$ cat config.mk
export PLATFORM = sky130hd
export DESIGN_NAME = io_status_led_display
export DESIGN_NICKNAME = d
export VERILOG_FILES = /design/src/design/io_led_pkg.sv /design/src/design/io_status_led_display.sv
export SDC_FILE = /design/constraint.sdc
export NUM_CORES = 1
export LEC_CHECK = 0
export BUFFER_PORTS_ARGS = -buffer_cell sky130_fd_sc_hd__buf_2
export CELL_PAD_IN_SITES_DETAIL_PLACEMENT = 1
export CELL_PAD_IN_SITES_GLOBAL_PLACEMENT = 2
export CORE_MARGIN = 1.5
export CORE_UTILIZATION = 35
export CTS_CLUSTER_SIZE = 8
export DETAILED_ROUTE_END_ITERATION = 16
export PLACE_DENSITY_LB_ADDON = 0.25
export SLEW_MARGIN = 15
export SYNTH_ARGS = -nofsm -noshare
export SYNTH_HDL_FRONTEND = slang
export SYNTH_SLANG_ARGS = --single-unit
$ cat constraint.sdc
create_clock -name CLK -period 4.3 [get_ports CLK]
set_clock_uncertainty 0.05 [all_clocks]
set_input_delay 0 -clock CLK [delete_from_list [all_inputs] [get_ports CLK]]
set_output_delay 0 -clock CLK [all_outputs]
set_load 0.01 [all_outputs]
$ cat src/design/io_led_pkg.sv
// package: constants and carrier types for the terminal status display
`default_nettype none
package io_led_pkg;
  // segment bit positions inside one digit byte {dp,g,f,e,d,c,b,a}
  localparam int SEG_A = 0;
  localparam int SEG_B = 1;
  localparam int SEG_F = 5;
  localparam int SEG_G = 6;
  localparam int SEG_DP = 7;
  // status word bit positions
  localparam int BIT_RELAY = 8;
  localparam int BIT_COMMS_FWD = 7;
  localparam int BIT_COMMS_BWD = 8;
  localparam int BIT_COMMS_CLR = 9;
  // blink period for the dash pattern: time and derived cycle count
  localparam longint CLK_HZ = 10000000;
  localparam longint BLINK_HALF_MS = 500;
  localparam int BLINK_HALF_CYC = int'(CLK_HZ * BLINK_HALF_MS / 1000);
  localparam int BLINK_W = 23;
  localparam logic [BLINK_W-1:0] BLINK_RST = 23'h000000;
  localparam logic [31:0] SEG_RST = 32'h00000000;

  typedef enum logic [1:0] {SRC_TERMINAL, SRC_COMMS, SRC_OPTION} source_t;

  // terminal side of the drive
  typedef struct packed {
    logic forward_run_input;
    logic backward_run_input;
    logic [4:0] general_input;     // one..five
    logic transistor_output_one;
    logic transistor_output_two;
    logic relay_contact_output;
  } terminals_t;

  typedef struct packed {
    logic [6:0] comms_operation_command; // fwd, bwd, general one..five at bits 0..6
    logic comms_forward_cmd;
    logic comms_backward_cmd;
    logic comms_fault_clear;
  } comms_t;

  typedef struct packed {
    logic [12:0] option_input_bits;
    logic [7:0] option_output_bits;
  } option_t;
endpackage
`default_nettype wire

$ cat src/design/io_status_led_display.sv
// terminal status display for a four-digit seven-segment monitor
`default_nettype none
// What this block does
// - Segment view lights segments a-g of digit 1 for forward, backward and general inputs one..five when closed.
// - Segment view lights segments a and b of digit 3 for transistor outputs one and two when conducting.
// - Segment view lights segment a of digit 4 while the relay normally-open path is closed.
// - With every terminal input off the terminal item's segment view blinks segment g on all four digits.
// - Digit 2 segments f, g and dp carry comms forward, backward and fault clear, only in the comms view.
// - Hex view builds a 16-bit word with unassigned bits zero and shows it as four hex digits.
// - Input word holds forward at bit 0, backward at bit 1, general one..five at bits 2..6, one when closed.
// - Output word holds transistor outputs one and two at bits 0 and 1, one when shorted to common.
// - Output word holds the relay state at bit 8, one when the normally-open path is closed.
// - Comms view shows the received command bits in both formats with the three comms commands at bits 7..9.
// - Comms view uses the command values as received, with no polarity inversion.
// - Option segment view maps inputs 0-7 to digit 1, inputs 8-12 to digit 2 a-e, outputs 0-7 to digit 3.
// - Each up or down key press toggles between segment view and hex view.
module io_status_led_display (
  input wire logic CLK,
  input wire logic SYS_RST,
  input wire logic CLK_EN,
  input wire io_led_pkg::source_t SOURCE,      // which item is shown
  input wire logic SHOW_OUTPUTS,               // hex view: output word instead of input word
  input wire logic KEY_STEP,                   // one-cycle pulse per up/down key press
  input wire io_led_pkg::terminals_t TERMINALS, // asynchronous terminal levels
  input wire io_led_pkg::comms_t COMMS,
  input wire io_led_pkg::option_t OPTION,
  output logic HEX_VIEW,
  output logic [31:0] SEGMENTS                 // digit4..digit1, each {dp,g,f,e,d,c,b,a}, active high
);
  // terminal pins come from outside, so two stages before use
  io_led_pkg::terminals_t term_s1_q, term_s1_d, term_q, term_d;
  io_led_pkg::comms_t comms_q, comms_d;
  io_led_pkg::option_t opt_q, opt_d;
  logic hex_q, hex_d;
  logic [io_led_pkg::BLINK_W-1:0] blink_cnt_q, blink_cnt_d;
  logic blink_q, blink_d;
  logic [31:0] seg_q, seg_d;
  logic [15:0] word;
  logic [31:0] seg_view;
  logic [31:0] hex_view;

  // seven-segment glyph for one nibble
  function automatic logic [7:0] glyph(input logic [3:0] n);
    logic [7:0] g;
    g = 8'h00;
    unique case (n)
      4'h0: g = 8'h3F;
      4'h1: g = 8'h06;
      4'h2: g = 8'h5B;
      4'h3: g = 8'h4F;
      4'h4: g = 8'h66;
      4'h5: g = 8'h6D;
      4'h6: g = 8'h7D;
      4'h7: g = 8'h07;
      4'h8: g = 8'h7F;
      4'h9: g = 8'h6F;
      4'hA: g = 8'h77;
      4'hB: g = 8'h7C;
      4'hC: g = 8'h39;
      4'hD: g = 8'h5E;
      4'hE: g = 8'h79;
      4'hF: g = 8'h71;
    endcase
    return g;
  endfunction

  // input capture and view toggle
  always_comb
  begin
    term_s1_d = TERMINALS;
    term_d = term_s1_q;
    comms_d = COMMS;   // same clock domain, values kept as received
    opt_d = OPTION;
    hex_d = KEY_STEP ? ~hex_q : hex_q;
  end

  // blink timer for the all-off dash pattern
  always_comb
  begin
    blink_cnt_d = blink_cnt_q + 1'b1;
    blink_d = blink_q;
    if (blink_cnt_q == io_led_pkg::BLINK_W'(io_led_pkg::BLINK_HALF_CYC - 1))
    begin
      blink_cnt_d = io_led_pkg::BLINK_RST;
      blink_d = ~blink_q;
    end
  end

  // status word for the hex view
  always_comb
  begin
    word = 16'h0000; // unassigned bits stay zero
    unique case (SOURCE)
      io_led_pkg::SRC_TERMINAL:
      begin
        if (SHOW_OUTPUTS)
        begin
          word[0] = term_q.transistor_output_one;
          word[1] = term_q.transistor_output_two;
          word[io_led_pkg::BIT_RELAY] = term_q.relay_contact_output;
        end
        else
        begin
          word[0] = term_q.forward_run_input;
          word[1] = term_q.backward_run_input;
          word[6:2] = term_q.general_input;
        end
      end
      io_led_pkg::SRC_COMMS:
      begin
        if (SHOW_OUTPUTS)
        begin
          word[0] = term_q.transistor_output_one;
          word[1] = term_q.transistor_output_two;
          word[io_led_pkg::BIT_RELAY] = term_q.relay_contact_output;
        end
        else
        begin
          word[6:0] = comms_q.comms_operation_command;
          word[io_led_pkg::BIT_COMMS_FWD] = comms_q.comms_forward_cmd;
          word[io_led_pkg::BIT_COMMS_BWD] = comms_q.comms_backward_cmd;
          word[io_led_pkg::BIT_COMMS_CLR] = comms_q.comms_fault_clear;
        end
      end
      io_led_pkg::SRC_OPTION:
      begin
        if (SHOW_OUTPUTS)
          word[7:0] = opt_q.option_output_bits;
        else
          word[12:0] = opt_q.option_input_bits;
      end
      default: word = 16'h0000; // fourth encoding is illegal
    endcase
  end

  // one glyph per nibble, lowest nibble on the rightmost digit
  genvar gi;
  generate
    for (gi = 0; gi < 4; gi++)
    begin : g_digit
      assign hex_view[gi*8 +: 8] = glyph(word[gi*4 +: 4]);
    end
  endgenerate

  // segment view composition
  always_comb
  begin
    seg_view = 32'h00000000;
    unique case (SOURCE)
      io_led_pkg::SRC_TERMINAL,
      io_led_pkg::SRC_COMMS:
      begin
        if (SOURCE == io_led_pkg::SRC_COMMS)
        begin
          seg_view[6:0] = comms_q.comms_operation_command;
          // digit 2 reserved segments used only here
          seg_view[8 + io_led_pkg::SEG_F] = comms_q.comms_forward_cmd;
          seg_view[8 + io_led_pkg::SEG_G] = comms_q.comms_backward_cmd;
          seg_view[8 + io_led_pkg::SEG_DP] = comms_q.comms_fault_clear;
        end
        else
        begin
          seg_view[io_led_pkg::SEG_A] = term_q.forward_run_input;
          seg_view[io_led_pkg::SEG_B] = term_q.backward_run_input;
          seg_view[6:2] = term_q.general_input;
        end
        seg_view[16 + io_led_pkg::SEG_A] = term_q.transistor_output_one;
        seg_view[16 + io_led_pkg::SEG_B] = term_q.transistor_output_two;
        seg_view[24 + io_led_pkg::SEG_A] = term_q.relay_contact_output;
        // dashes only for the plain terminal item; comms shows commands as sent
        if (SOURCE == io_led_pkg::SRC_TERMINAL && seg_view[6:0] == 7'h00)
          seg_view = {4{1'b0, blink_q, 6'h00}};
      end
      io_led_pkg::SRC_OPTION:
      begin
        seg_view[7:0] = opt_q.option_input_bits[7:0];
        seg_view[12:8] = opt_q.option_input_bits[12:8];
        seg_view[23:16] = opt_q.option_output_bits;
      end
      default: seg_view = 32'h00000000;
    endcase
  end

  always_comb
  begin
    seg_d = hex_q ? hex_view : seg_view;
  end

  // all state frozen while the clock enable is low
  always_ff @(posedge CLK or posedge SYS_RST)
  begin
    if (SYS_RST)
    begin
      term_s1_q <= '0;
      term_q <= '0;
      comms_q <= '0;
      opt_q <= '0;
      hex_q <= 1'b0;
      blink_cnt_q <= io_led_pkg::BLINK_RST;
      blink_q <= 1'b0;
      seg_q <= io_led_pkg::SEG_RST;
    end
    else if (CLK_EN)
    begin
      term_s1_q <= term_s1_d;
      term_q <= term_d;
      comms_q <= comms_d;
      opt_q <= opt_d;
      hex_q <= hex_d;
      blink_cnt_q <= blink_cnt_d;
      blink_q <= blink_d;
      seg_q <= seg_d;
    end
  end

  assign HEX_VIEW = hex_q;
  assign SEGMENTS = seg_q;
endmodule // io_status_led_display
`default_nettype wire

==> flow_summary.json <==
{
  "synthTopCellsByArea": "dfrtp_1 45%, mux2_2 9.6%, ha_1 6.2%, nand2_1 3.0%, nor2_1 2.5%",
  "crit_start": "SOURCE[0]",
  "start_util_pct": 35.52,
  "die_h_um": 132.3,
  "crit_required_ns": 4.49,
  "finalCritPeriodShare_pct": 62.85,
  "boundaryPins": 81,
  "setup_viol": 0,
  "dr.pass1.iters": 4,
  "relSlewSlack_pct": 42.01,
  "startpoint_type": "input port",
  "crit_buf_inv": 3,
  "grt_use_total_pct": 20.35,
  "std_cell_rows": 47,
  "fin_crit_ns": 2.703,
  "synth_seq_cells": 104,
  "drt_iter0_drc": 270,
  "synth_edf_count": 0,
  "htreeDepth": 3,
  "dpl.hpwl_mm": 12.02,
  "syn2layout_area_growth_pct": 21.69,
  "reg2reg_from": "opt_q[0]",
  "nets": 732,
  "drc": 0,
  "worstHoldStart": "CLK_EN",
  "finalMaxSlewViolations": 0,
  "outcome": "completed",
  "core_area_sq_um": 16470,
  "postSynthNetCount": 629,
  "gp_congestion": 0.8572,
  "synth_area_leader_cell": "dfrtp_1",
  "leakagePower_uw": 0.003184,
  "syn_inst": 552,
  "drive_gt1_share_pct": 24.85,
  "peakVddDrop_uv": 229.8,
  "grt_pass1_wl_mm": 27.96,
  "rsz0062_at_grt": "false",
  "fmax_mhz": 370.0,
  "fillers": 1873,
  "maxCapViolCount": 0,
  "clkSlewWorstSetupHoldPaths_ns": 0.07,
  "die_area_sq_um": 17490,
  "viasPerCell": 5.305,
  "yosys_warnings": 0,
  "postCtsSetupBuffers": 0,
  "synth_flop_cell": "dfrtp_1",
  "min_path_type": "input port to flop",
  "postPlaceCellArea_sq_um": 6347,
  "critPathTopFamily": "compound AO/OA/AOI/OAI gates",
  "cts_buffers": 9,
  "end_kind": "flop",
  "dieWidth_um": 132.3,
  "final_common_cell": "dfrtp_1",
  "worstSkewPairLatency_ns": 0.36,
  "grt_antenna_before_repair": 0,
  "fin_tns_setup_ns": 0,
  "crit_path_top_delay_cell": "ha_1",
  "antenna_left": 0,
  "antennaDiodeCount": 0,
  "tritoncts": "yes",
  "cts_buffer_depth": 2,
  "synthArstFlopShare_pct": 100.0,
  "wl_mm": 16.86,
  "synth.top_cell.area_share_pct": 44.50,
  "port_buffers": 79,
  "cts_root_buf": "clkbuf_16",
  "path_class": "input port to flop",
  "tightest_slew_ns": 0.8698,
  "overflow": 0,
  "grt_max_degree": 71,
  "avgSynthCellArea_sq_um": 10.59,
  "cpPeakStageDelay_ns": 0.74,
  "worst-path-max-fanout": 24,
  "vias": 4668,
  "synth_cell_type_count": 70,
  "final_cell_mix": "104 x dfrtp_1, 78 x buf_2, 50 x mux2_2",
  "fin_area_sq_um": 7117,
  "grt_pass1_vias": 5106,
  "yosysSeqAreaShare_pct": 44.50,
  "syn_area_sq_um": 5848,
  "wl_per_cell_um": 19.16,
  "arrival_ns": 2.89,
  "powerDensity_nw_per_um2": 427.2,
  "cts_sinks": 104,
  "path_cells": "buf_2 -> inv_1 -> ha_1 -> a21boi_0 -> a221oi_4 -> inv_1 -> ha_1 -> nor4_1 -> a211oi_1 -> a221o_1",
  "final_hold_viol_count": 0
}
[state kept, by name, indices dropped and copies added (netlist names)]
signal       flops
term_d          10
blink_q          1
opt_q           21
HEX_VIEW         1
comms_q         10
SEGMENTS        28
term_q          10
blink_cnt_q     23
[final cells by class]
cell class                 instances  area [sq um]  area share (%)
multi-input combinational        389          2945           41.39
timing repair buffer             126         858.3           12.06
tap                              220         275.3           3.868
sequential                       104          2603           36.57
clock buffer                       9         225.2           3.165
clock inverter                     7         113.9           1.600
inverter                          25         96.34           1.354
[metal layers]
metal	up-vias	wire length (um)	GRT usage (%)
li1	2205	-	-
met1	2364	8054	27.82
met2	91	8085	33.74
met3	8	602	3.883
met4	0	119	4.151
met5	-	0	0
[stage by stage]
stage	worst slack [ns]	utilization, %	hold slack [ns]	cells	power (uW)
floorplan	1.518	-	0.1017	552	1802
global route	1.450	43.22	0.1062	880	3219
global placement	1.386	38.55	0.1828	821	2076
detailed placement	1.249	38.55	0.1858	821	2097
finish	1.597	43.22	0.06813	880	3040
CTS	1.651	43.22	0.07399	880	3070
[cell families (layout without fill, tap and decap cells)]
| kind of cell | after synthesis | count (layout) | synth area share (%) |
|---|---|---|---|
| compound gates | 124 | 124 | 15.79 |
| buf+inv | 59 | 167 | 5.135 |
| flops | 104 | 104 | 44.50 |
| simple gates | 152 | 152 | 13.31 |
| other cells | 1 | 1 | 0.06412 |
| xor+xnor | 23 | 23 | 3.445 |
| fa+ha+maj | 29 | 29 | 6.205 |
| mux | 60 | 60 | 11.55 |
[Yosys cell counts, types with 4 or more instances]
master / instances
a211oi_1: 7
a21boi_0: 4
a21oi_1: 15
a221o_1: 8
a22oi_1: 7
a31oi_1: 6
and3_1: 7
buf_2: 12
buf_4: 7
buf_6: 5
clkbuf_1: 10
dfrtp_1: 104
ha_1: 29
inv_1: 24
mux2_2: 50
mux2i_1: 9
nand2_1: 46
nand2b_1: 4
nand3_1: 19
nand4_1: 6
nor2_1: 39
nor2b_1: 4
nor3_1: 6
o21ai_0: 26
o221ai_1: 5
o311ai_0: 4
xnor2_1: 16
xor2_1: 7
[where the power goes]
part           internal [uW]  total, uW  switching [uW]
sequential              1150       1310             156
combinational            348        798             450
clock                    524        935             411
total                   2020       3040            1020
[worst reg2reg max path, stage by stage (launching register included)]
cell      delay [ns]
dfrtp_1         0.45
a21boi_0        0.18
a221oi_4        0.47
inv_1           0.16
ha_1            0.32
nor4_1          0.28
a211oi_1        0.08
a221o_1         0.29
[repair_timing]
item                                   4_1_cts  5_1_grt
gates resized for setup                      0        0
endpoints found under the hold margin      111        0
hold buffers                                43        0
setup endpoints to repair                    0        0
[path summary, 6_finish.rpt]
| path | end | slack, ns | cells after the start |
|---|---|---|---|
| min | SEGMENTS[7] | 0.07 | 3 |
| min reg2reg | SEGMENTS[19] | 0.44 | 1 |
| max reg2reg | SEGMENTS[1] | 1.91 | 7 |
| max | SEGMENTS[1] | 1.60 | 10 |
| min in group asynchronous | term_q[9] | 0.32 | 3 |
| max in group asynchronous | opt_q[17] | 2.85 | 4 |
(Power assumes the default switching activity.)
